**config.mk**
```make
export PLATFORM = sky130hd
export DESIGN_NAME = dmach_core
export DESIGN_NICKNAME = d
export VERILOG_FILES = /design/src/core/dmach_pkg.sv /design/src/core/dmach_core.sv
export SDC_FILE = /design/constraint.sdc
export NUM_CORES = 1
export LEC_CHECK = 0
export BUFFER_PORTS_ARGS = -buffer_cell sky130_fd_sc_hd__buf_2
export CAP_MARGIN = 0
export CORE_AREA = 2 2 105 107
export CTS_CLUSTER_DIAMETER = 200
export DETAILED_ROUTE_END_ITERATION = 8
export DIE_AREA = 0 0 107 109
export HOLD_SLACK_MARGIN = 0.02
export PLACE_DENSITY_LB_ADDON = 0.1
export SYNTH_ARGS = -nofsm -noshare
export SYNTH_HDL_FRONTEND = slang
export SYNTH_SLANG_ARGS = --single-unit
```
**constraint.sdc**
```tcl
create_clock -name clk_sys -period 2.55 [get_ports clk_sys]
set_input_delay 0.255 -clock clk_sys [delete_from_list [all_inputs] [get_ports clk_sys]]
set_output_delay 0.255 -clock clk_sys [all_outputs]
set_load 0.05 [all_outputs]
```
**src/core/dmach_pkg.sv**
```systemverilog
package dmach_pkg;

    // ==================================================
    // Register offsets in the register file
    localparam logic [11:0] OFS_CTRL      = 12'hfb8;
    localparam logic [11:0] OFS_PERIPH_LO = 12'hfb9;
    localparam logic [11:0] OFS_HI_NIB    = 12'hfba;
    localparam logic [11:0] OFS_START_LO  = 12'hfbb;
    localparam logic [11:0] OFS_END_LO    = 12'hfbc;

    // ==================================================
    // Control register fields
    localparam int BIT_EN       = 7;
    localparam int BIT_LOOP     = 6;
    localparam int BIT_DIR      = 5;
    localparam int BIT_IEN      = 4;
    localparam int BIT_WORD     = 3;
    localparam int SRC_MSB      = 2;
    localparam int SRC_LSB      = 0;

    // High nibble register fields
    localparam int HI_START_MSB = 3;
    localparam int HI_START_LSB = 0;
    localparam int HI_END_MSB   = 7;
    localparam int HI_END_LSB   = 4;

    // ==================================================
    // Reset values
    localparam logic [7:0] RST_CTRL      = 8'h00;
    localparam logic [7:0] RST_PERIPH_LO = 8'h00;
    localparam logic [7:0] RST_HI_NIB    = 8'h00;
    localparam logic [7:0] RST_START_LO  = 8'h00;
    localparam logic [7:0] RST_END_LO    = 8'h00;

    // Peripheral control page
    localparam logic [3:0] PERIPH_PAGE   = 4'hf;

    // ==================================================
    // Request source codes
    localparam logic [2:0] SRC_TIMER0  = 3'h0;
    localparam logic [2:0] SRC_TIMER1  = 3'h1;
    localparam logic [2:0] SRC_TIMER2  = 3'h2;
    localparam logic [2:0] SRC_TIMER3  = 3'h3;
    localparam logic [2:0] SRC_SERIAL0 = 3'h4;
    localparam logic [2:0] SRC_SERIAL1 = 3'h5;
    localparam logic [2:0] SRC_I2C     = 3'h6;
    localparam logic [2:0] SRC_RSVD    = 3'h7;

    typedef enum logic [1:0] {
        DMACH_IDLE,
        DMACH_READ,
        DMACH_WRITE
    } dmach_state_e;

endpackage

```
**src/core/dmach_core.sv**
```systemverilog
// Functional notes
// RULE_01 - Source codes 000 to 011 select timer 0 to timer 3 as the request.
// RULE_02 - Codes 100 and 101 select the first and second serial transmit-empty, 110 the I2C one, 111 nothing.
// RULE_03 - Word bit 0 moves one byte per request, word bit 1 moves two.
// RULE_04 - With interrupt enable set, a pulse is raised once the end-address byte is moved, else none.
// RULE_05 - Direction 0 copies memory to peripheral registers, direction 1 the reverse.
// RULE_06 - With loop clear, the channel clears its enable after the end-address byte.
// RULE_07 - With loop set, the channel reloads the start address after the end byte and keeps going.
// RULE_08 - Enable 1 runs the channel, enable 0 keeps it idle and ignoring requests.
// RULE_09 - Start address is 12 bits with bits 11 to 8 from the low nibble of the high register.
// RULE_10 - End address bits 11 to 8 come from the high nibble of the high register.
// RULE_11 - Start address bits 7 to 0 come from a read/write start low register.
// RULE_12 - End address bits 7 to 0 come from a read/write end low register.
// RULE_13 - The peripheral register address is the peripheral low byte on page F.
// RULE_14 - Reading the start low register returns the current transfer address low byte.
// RULE_15 - The current address steps by one per byte up to the end, pairs use consecutive addresses.
// RULE_16 - One transfer starts per rising edge of the selected request, never while one is running.
`timescale 1ns/100ps

module dmach_core (
    input  wire logic        clk_sys,
    input  wire logic        rstn,
    input  wire logic [11:0] reg_addr,
    input  wire logic        reg_wr,
    input  wire logic        reg_rd,
    input  wire logic [7:0]  reg_wdata,
    output logic      [7:0]  reg_rdata,
    output logic             reg_rvalid,
    output logic             mem_req,
    output logic             mem_we,
    output logic      [11:0] mem_addr,
    output logic      [7:0]  mem_wdata,
    input  wire logic [7:0]  mem_rdata,
    input  wire logic        mem_ack,
    input  wire logic [3:0]  timer_req,
    input  wire logic [1:0]  serial_tx_empty,
    input  wire logic        i2c_tx_empty,
    output logic             dma_irq,
    output logic             busy
);

    // ==================================================
    // Reset release
    logic       rst_meta;
    logic       rst_n;

    always_ff @(posedge clk_sys or negedge rstn) begin
        if (!rstn) begin
            rst_meta <= 1'b0;
            rst_n    <= 1'b0;
        end else begin
            rst_meta <= 1'b1;
            rst_n    <= rst_meta;
        end
    end

    // ==================================================
    // Registers
    logic [7:0]  channel_control_reg;
    logic [7:0]  peripheral_addr_low_reg;
    logic [7:0]  address_high_nibble_reg;
    logic [7:0]  start_current_low_reg;
    logic [7:0]  end_addr_low_reg;
    logic [11:0] cur_addr;
    logic [7:0]  data_buf;
    logic        byte_idx;
    logic        req_prev;
    logic        pending;
    dmach_pkg::dmach_state_e state;
    dmach_pkg::dmach_state_e next_state;

    wire        ch_en    = channel_control_reg[dmach_pkg::BIT_EN];
    wire        ch_loop  = channel_control_reg[dmach_pkg::BIT_LOOP];
    wire        ch_dir   = channel_control_reg[dmach_pkg::BIT_DIR];
    wire        ch_ien   = channel_control_reg[dmach_pkg::BIT_IEN];
    wire        ch_word  = channel_control_reg[dmach_pkg::BIT_WORD];
    wire [2:0]  ch_src   = channel_control_reg[dmach_pkg::SRC_MSB:dmach_pkg::SRC_LSB];

    wire        wr_ctrl   = reg_wr && (reg_addr == dmach_pkg::OFS_CTRL);
    wire        wr_periph = reg_wr && (reg_addr == dmach_pkg::OFS_PERIPH_LO);
    wire        wr_hi     = reg_wr && (reg_addr == dmach_pkg::OFS_HI_NIB);
    wire        wr_start  = reg_wr && (reg_addr == dmach_pkg::OFS_START_LO);
    wire        wr_end    = reg_wr && (reg_addr == dmach_pkg::OFS_END_LO);

    // ==================================================
    // Address formation
    wire [11:0] start_full = {address_high_nibble_reg[dmach_pkg::HI_START_MSB:dmach_pkg::HI_START_LSB], // RULE_09
                              start_current_low_reg};                                                  // RULE_11
    wire [11:0] end_full   = {address_high_nibble_reg[dmach_pkg::HI_END_MSB:dmach_pkg::HI_END_LSB],     // RULE_10
                              end_addr_low_reg};                                                       // RULE_12
    wire [7:0]  periph_lo  = peripheral_addr_low_reg + {7'h00, byte_idx};
    wire [11:0] periph_full = {dmach_pkg::PERIPH_PAGE, periph_lo};  // RULE_13
    wire [11:0] src_addr   = ch_dir ? periph_full : cur_addr;      // RULE_05
    wire [11:0] dst_addr   = ch_dir ? cur_addr : periph_full;      // RULE_05

    // ==================================================
    // Request selection
    wire        sel_req = (ch_src == dmach_pkg::SRC_TIMER0)  ? timer_req[0] :         // RULE_01
                          (ch_src == dmach_pkg::SRC_TIMER1)  ? timer_req[1] :         // RULE_01
                          (ch_src == dmach_pkg::SRC_TIMER2)  ? timer_req[2] :         // RULE_01
                          (ch_src == dmach_pkg::SRC_TIMER3)  ? timer_req[3] :         // RULE_01
                          (ch_src == dmach_pkg::SRC_SERIAL0) ? serial_tx_empty[0] :   // RULE_02
                          (ch_src == dmach_pkg::SRC_SERIAL1) ? serial_tx_empty[1] :   // RULE_02
                          (ch_src == dmach_pkg::SRC_I2C)     ? i2c_tx_empty :         // RULE_02
                          1'b0;
    // Edges during a transfer are held in one pending slot, not counted
    wire        req_edge  = ch_en && sel_req && !req_prev;          // RULE_16
    wire        start_xfr = (state == dmach_pkg::DMACH_IDLE) && ch_en && pending;  // RULE_08
    wire        next_pending = ch_en && (req_edge || (pending && !start_xfr));

    wire        byte_done = (state == dmach_pkg::DMACH_WRITE) && mem_ack;
    wire        at_end    = (cur_addr == end_full);
    wire        end_done  = byte_done && at_end;
    wire        more_pair = byte_done && !at_end && ch_word && !byte_idx;  // RULE_03

    // ==================================================
    // Transfer sequencer
    always_comb begin
        next_state = state;
        unique case (state)
            dmach_pkg::DMACH_IDLE: begin
                if (start_xfr) begin
                    next_state = dmach_pkg::DMACH_READ;
                end
            end
            dmach_pkg::DMACH_READ: begin
                if (mem_ack) begin
                    next_state = dmach_pkg::DMACH_WRITE;
                end
            end
            dmach_pkg::DMACH_WRITE: begin
                if (mem_ack) begin
                    next_state = more_pair ? dmach_pkg::DMACH_READ : dmach_pkg::DMACH_IDLE;
                end
            end
            // Unused fourth code falls back to idle
            default: begin
                next_state = dmach_pkg::DMACH_IDLE;
            end
        endcase
    end

    always_ff @(posedge clk_sys or negedge rst_n) begin
        if (!rst_n) begin
            state    <= dmach_pkg::DMACH_IDLE;
            req_prev <= 1'b0;
            pending  <= 1'b0;
        end else begin
            state    <= next_state;
            req_prev <= sel_req;
            pending  <= next_pending;
        end
    end

    always_ff @(posedge clk_sys or negedge rst_n) begin
        if (!rst_n) begin
            byte_idx <= 1'b0;
            data_buf <= 8'h00;
        end else begin
            if (start_xfr) begin
                byte_idx <= 1'b0;
            end else if (more_pair) begin
                byte_idx <= 1'b1;           // RULE_03
            end
            if ((state == dmach_pkg::DMACH_READ) && mem_ack) begin
                data_buf <= mem_rdata;
            end
        end
    end

    // Current address follows the start while parked, so a read shows the start
    always_ff @(posedge clk_sys or negedge rst_n) begin
        if (!rst_n) begin
            cur_addr <= 12'h000;
        end else if (end_done && ch_loop) begin
            cur_addr <= start_full;         // RULE_07
        end else if (byte_done && !at_end) begin
            cur_addr <= cur_addr + 12'h001; // RULE_15
        end else if (!ch_en && (state == dmach_pkg::DMACH_IDLE)) begin
            cur_addr <= start_full;
        end
    end

    // ==================================================
    // Software registers; a software write beats the hardware disable
    always_ff @(posedge clk_sys or negedge rst_n) begin
        if (!rst_n) begin
            channel_control_reg <= dmach_pkg::RST_CTRL;
        end else if (wr_ctrl) begin
            channel_control_reg <= reg_wdata;  // RULE_08
        end else if (end_done && !ch_loop) begin
            channel_control_reg[dmach_pkg::BIT_EN] <= 1'b0;  // RULE_06
        end
    end

    always_ff @(posedge clk_sys or negedge rst_n) begin
        if (!rst_n) begin
            peripheral_addr_low_reg <= dmach_pkg::RST_PERIPH_LO;
            address_high_nibble_reg <= dmach_pkg::RST_HI_NIB;
            start_current_low_reg   <= dmach_pkg::RST_START_LO;
            end_addr_low_reg        <= dmach_pkg::RST_END_LO;
        end else begin
            if (wr_periph) begin
                peripheral_addr_low_reg <= reg_wdata;
            end
            if (wr_hi) begin
                address_high_nibble_reg <= reg_wdata;
            end
            if (wr_start) begin
                start_current_low_reg <= reg_wdata;  // RULE_11
            end
            if (wr_end) begin
                end_addr_low_reg <= reg_wdata;       // RULE_12
            end
        end
    end

    // ==================================================
    // Read port, one cycle after the strobe; unmapped reads give zero
    wire [7:0] rd_mux = (reg_addr == dmach_pkg::OFS_CTRL)      ? channel_control_reg :
                        (reg_addr == dmach_pkg::OFS_PERIPH_LO) ? peripheral_addr_low_reg :
                        (reg_addr == dmach_pkg::OFS_HI_NIB)    ? address_high_nibble_reg :
                        (reg_addr == dmach_pkg::OFS_START_LO)  ? cur_addr[7:0] :  // RULE_14
                        (reg_addr == dmach_pkg::OFS_END_LO)    ? end_addr_low_reg :
                        8'h00;

    always_ff @(posedge clk_sys or negedge rst_n) begin
        if (!rst_n) begin
            reg_rdata  <= 8'h00;
            reg_rvalid <= 1'b0;
            dma_irq    <= 1'b0;
        end else begin
            reg_rdata  <= reg_rd ? rd_mux : 8'h00;
            reg_rvalid <= reg_rd;
            dma_irq    <= end_done && ch_ien;  // RULE_04
        end
    end

    // ==================================================
    // Master side
    assign mem_req   = (state != dmach_pkg::DMACH_IDLE);
    assign mem_we    = (state == dmach_pkg::DMACH_WRITE);
    assign mem_addr  = mem_we ? dst_addr : src_addr;
    assign mem_wdata = data_buf;
    assign busy      = mem_req;
endmodule

```
## Yosys cells after proc, flatten, opt, wreduce, memory -nomap -nowiden

Index checks and enable logic that the tools add are counted.

| cells by class | value |
|---|---|
| add/sub/neg operators | 2 |
| multiply operators | 0 |
| div/mod/pow operators | 0 |
| $lt $le $gt $ge | 0 |
| equality and inequality tests | 17 |
| shifts and indexed selects | 0 |
| mux-type cells | 28 |
| bitwise gates (word level) | 0 |
| reductions and logical operators | 35 |

Operator list:

| cell | number |
|---|---|
| 12-bit 2-to-1 mux | 6 |
| 12-bit equality test (second input constant) | 5 |
| 8-bit 2-to-1 mux | 6 |
| 1-bit logical AND | 21 |
| 12-bit by 1-bit adder with 12-bit output (second input constant) | 1 |
| 12-bit equality test | 1 |
| 1-bit 2-to-1 mux | 12 |
| 3-bit equality test (second input constant) | 3 |
| 8-bit by 1-bit adder with 8-bit output | 1 |
| 3-bit by 2-bit equality test with 1-bit output (second input constant) | 2 |
| 1-bit zero test | 6 |
| 2-bit 2-to-1 mux | 3 |
| 2-bit one-hot mux with 3 select lines | 1 |
| 2-bit nonzero test | 3 |
| 2-bit != test (second input constant) | 2 |
| 3-bit by 1-bit equality test with 1-bit output (second input constant) | 1 |
| 3-bit zero test | 1 |
| 3-bit AND reduction | 1 |
| 3-bit nonzero test | 1 |
| 2-bit by 1-bit equality test with 1-bit output (second input constant) | 1 |
| 2-bit equality test (second input constant) | 1 |
| 2-bit zero test | 1 |
| 2-bit by 1-bit != test with 1-bit output (second input constant) | 1 |
| 1-bit logical OR | 1 |

| word-level totals | value |
|---|---|
| bits in registers | 77 |
| bits in latches | 0 |
| bits in writable memories | 0 |
| bits in read-only memories | 0 |
| logic and storage cells | 99 |
| memories kept | 0 |

## Depth between registers and ports, before layout

| logic depth | value |
|---|---|
| word-level depth | 12 |
| depth in mapped cells | 7 |

## Worst setup path after synthesis

No wires, ideal clock.

| timing path | value |
|---|---|
| path kind | register -> output |
| from | register state[0] |
| to | output mem_addr[3] |
| arrival | 3.006 ns |
| data required time | 2.295 ns |
| path slack | -0.711 ns |
| cell stages (with the launch flop) | 5 |
| cells stage by stage | dfrtp_1 -> nor2b_1 -> xnor2_1 -> clkbuf_1 -> o21ai_0 |

| between the ends | value |
|---|---|
| cells in the longest elaborated chain, start to end | 2 |

RTL lines:

| element | RTL line | text |
|---|---|---|
| start, declared | dmach_core.sv:69 | `dmach_pkg::dmach_state_e state;` |
| start signal, assigned | dmach_core.sv:145 | `state <= dmach_pkg::DMACH_IDLE;` |
| start signal, assigned | dmach_core.sv:149 | `state <= next_state;` |
| 2-bit equality test | dmach_core.sv:242 | `assign mem_we = (state == dmach_pkg::DMACH_WRITE);` |
| named net mem_we | dmach_core.sv:30 | `output logic mem_we,` |
| 12-bit 2-to-1 mux | dmach_core.sv:243 | `assign mem_addr = mem_we ? dst_addr : src_addr;` |
| end, declared | dmach_core.sv:31 | `output logic [11:0] mem_addr,` |

The timed path passes the listed nets, and every way through them passes these cells.

## Final worst setup path

| timing path | value |
|---|---|
| from | register state[1] |
| to | output mem_addr[1] |

| between the ends | value |
|---|---|
| cells in the longest elaborated chain, start to end | 2 |

RTL lines:

| element | RTL line |
|---|---|
| 2-bit equality test | dmach_core.sv:242 |
| 12-bit 2-to-1 mux | dmach_core.sv:243 |

No other way between the ends.

==> out/metrics.cfg <==
[run_status]
outcome=finished clean

[power_and_ir_drop]
p_seq_share_pct=55.0
switching_share_pct=27.98
p_int_w=0.001676
finalPower_w=0.002327
power.density_nw_per_um2=488.5
worst_ir_drop_vdd_mv=0.2389
p_leak_nw=2.377
comb_power_share_pct=10.6
clockPowerShare_pct=34.5
p_sw_w=0.0006510

[yosys]
synth_cell_type_count=62
syn_nets=417
synth_seq_area_share_pct=47.05
syn_area_um2=4095
ys_warn_count=0
synth_flop_cell=dfrtp_1
synthArstFlopShare_pct=100.0
synth_seq_cells=77
syn_area_per_cell_um2=10.95
synth-edff-count=0
syn_inst=374

[hold_path]
whs_path_depth=2
min_path_type=primary input to register

[place]
gp_congestion=0.8718
io_buffers=72
dp_hpwl_um=8207

[setup_path]
end_kind=primary output
cp_slowest_cell=dfrtp_1
cp_num_cells=5
crit_arrival_ns=2.10
worstPathRequired_ns=2.30
critPathBufInv=2
r2r_slack_ns=0.37
critPathKind=register to primary output
path_max_fanout=18
startpoint_type=register
cp_cell_sequence=nor2b_2 -> xnor2_1 -> buf_4 -> mux2_2 -> buf_2
crit_family=buffers and inverters
rr_worst_depth=5
slowest_delay_ns=0.42

[cts]
clkTransAtPathRegs_ns=0.08
clockBufferDepth=2
cts_num_sinks=77
insertion_delay_ns=0.35
cts_tree=done
cts-root-buf=clkbuf_8
cts_buffers=9
htree_levels=3

[grt]
grt_pass1_vias=3147
grt_max_degree=76
grt_pass1_wl_um=17330
grt_overflow=0
grt_usage_pct=19.59
antenna_found_initial=0

[final_layout]
antennaDiodeCount=0
fin_nets=490
areaGrowthSynthToFinish_pct=16.32
largest_register=cur_addr
drive_gt1_share_pct=36.06
largest_reg_flops=12

[routing]
dr.pass1.iters=4
vias=3198
drc=0
vias_per_cell=5.402
route.antenna.remaining_nets=0
wl_per_cell_um=18.58
drtIter0Drc=165
routed_wl_um=11000

[timing]
min_period_over_period_pct=92.49
tightestPinTransition_ns=0.9751
finalMaxSlewViolations=0
fmax_mhz=424.0
rsz0062_at_grt=no
finalHoldViolations=0
max-slew-margin-rel_pct=34.99
final.setup.tns_ns=0
skew_ns=0.008611
hold_ws_ns=0.1348
setup_viol=0
period_needed_ns=2.358

[die]
rows=38
dieArea_um2=11660
fp.dieH_um=109
die_width_um=107
io_pins=73
coreArea_um2=10600
start_util_pct=38.62

[job]
cap_viol_max_count=0

==> metal layers <==
layer	wire length, um	part of all wire (%)	track usage (%)	up-vias
li1	-	-	-	1525
met1	5185	47	28.19	1574
met2	5216	47	30.44	89
met3	476	4.3	3.467	10
met4	121	1.1	5.566	0
met5	0	0	0	-
==> worst paths after layout <==
kind | start | end
worst max-delay path | state[1] | mem_addr[1]
worst min-delay path | mem_rdata[4] | mem_wdata[4]
worst max register to register | cur_addr[9] | cur_addr[3]
worst min register to register | rst_meta | rst_n
max in group asynchronous | rst_n | reg_rdata[3]
min in group asynchronous | rstn | rst_n
==> timing repair <==
action                                 4_1_cts  5_1_grt
gates resized for setup                      0        0
hold buffers                                 1        0
endpoints found under the hold margin        2        0
setup buffers                                0        0
==> area by class of cell <==
cell class              count  area (um2)
well taps                 140       175.2
fillers                  1028        5839
multi-input cells         267        2021
flip-flops and latches     77        1931
clock inverters             4       26.28
inverters                  10       37.54
repair buffers             82       437.9
clock buffers              12       135.1
==> through the flow <==
| step | setup slack, ns | cell area, um2 | cells | util, % |
|---|---|---|---|---|
| global placement | 0.4594 | 4592 | 575 | 43.31 |
| finish | 0.1915 | 4763 | 592 | 44.93 |
| floorplan | 0.02358 | 4101 | 374 | - |
| global route | 0.04321 | 4763 | 592 | 44.93 |
| detailed placement | 0.4072 | 4592 | 575 | 43.31 |
| CTS | 0.1400 | 4763 | 592 | 44.93 |
==> synthesized netlist by cell type, types with 2 or more instances <==
cell | instances | share of area (%)
dfrtp_1 | 77 | 47
mux2_2 | 48 | 13
o21ai_0 | 28 | 3.4
nand2_1 | 22 | 2.0
nand3_1 | 18 | 2.2
xor2_1 | 18 | 3.8
nor2_1 | 12 | 1.1
a21oi_1 | 10 | 1.2
inv_1 | 10 | 0.92
mux2i_1 | 9 | 2.2
clkbuf_1 | 8 | 0.73
a22oi_1 | 7 | 1.3
nand4_1 | 7 | 1.1
o22ai_1 | 7 | 1.1
buf_2 | 6 | 0.73
a221o_1 | 5 | 1.2
and3_1 | 5 | 0.76
nand2b_1 | 5 | 0.76
or3_1 | 5 | 0.76
buf_6 | 4 | 1.1
nor3_1 | 4 | 0.49
o211ai_1 | 4 | 0.73
a211oi_1 | 3 | 0.55
ha_1 | 3 | 0.92
nor4_2 | 3 | 0.92
and2_1 | 2 | 0.31
and3_2 | 2 | 0.37
and4_2 | 2 | 0.49
nand3b_1 | 2 | 0.37
nor3_2 | 2 | 0.49
o2111ai_1 | 2 | 0.43
o21a_1 | 2 | 0.37
o311ai_0 | 2 | 0.43
or2_2 | 2 | 0.31
==> power groups by stage <==
stage          registers [W]  logic [W]  clock network [W]
2_1_floorplan        0.00133   0.000130                  0
3_3_place_gp         0.00131   0.000242                  0
3_5_place_dp         0.00131   0.000243                  0
4_1_cts              0.00128   0.000246           0.000840
5_1_grt              0.00129   0.000266           0.000895
6_report             0.00128   0.000246           0.000802
==> logic make-up after synthesis <==
kind of cell             synth area share [%]
AO/OA/AOI/OAI                           13.14
XOR/XNOR                                4.461
adder cells (fa/ha/maj)                0.9167
buffers and inverters                   3.758
flip-flops                              47.05
multiplexers                            15.95
other                                 0.09157
AND/OR/NAND/NOR                         14.64
==> cells in the final DEF, fill, tap and decap left out, types with 5 or more instances in the layout <==
cell type,synthesis,final
xor2_1,18,18
inv_1,10,10
nand2_1,22,22
nand2b_1,5,5
or3_1,5,5
mux2_2,48,48
o21ai_1,0,5
buf_4,1,9
mux2i_1,9,9
a221o_1,5,5
o22ai_1,7,7
nand4_1,7,7
clkbuf_8,0,9
buf_2,6,72
a22oi_1,7,7
dfrtp_1,77,76
nor2_1,12,12
a21oi_1,10,9
and3_1,5,5
o21ai_0,28,23
nand3_1,18,18
No activity file was read; power rests on OpenSTA's default activity.
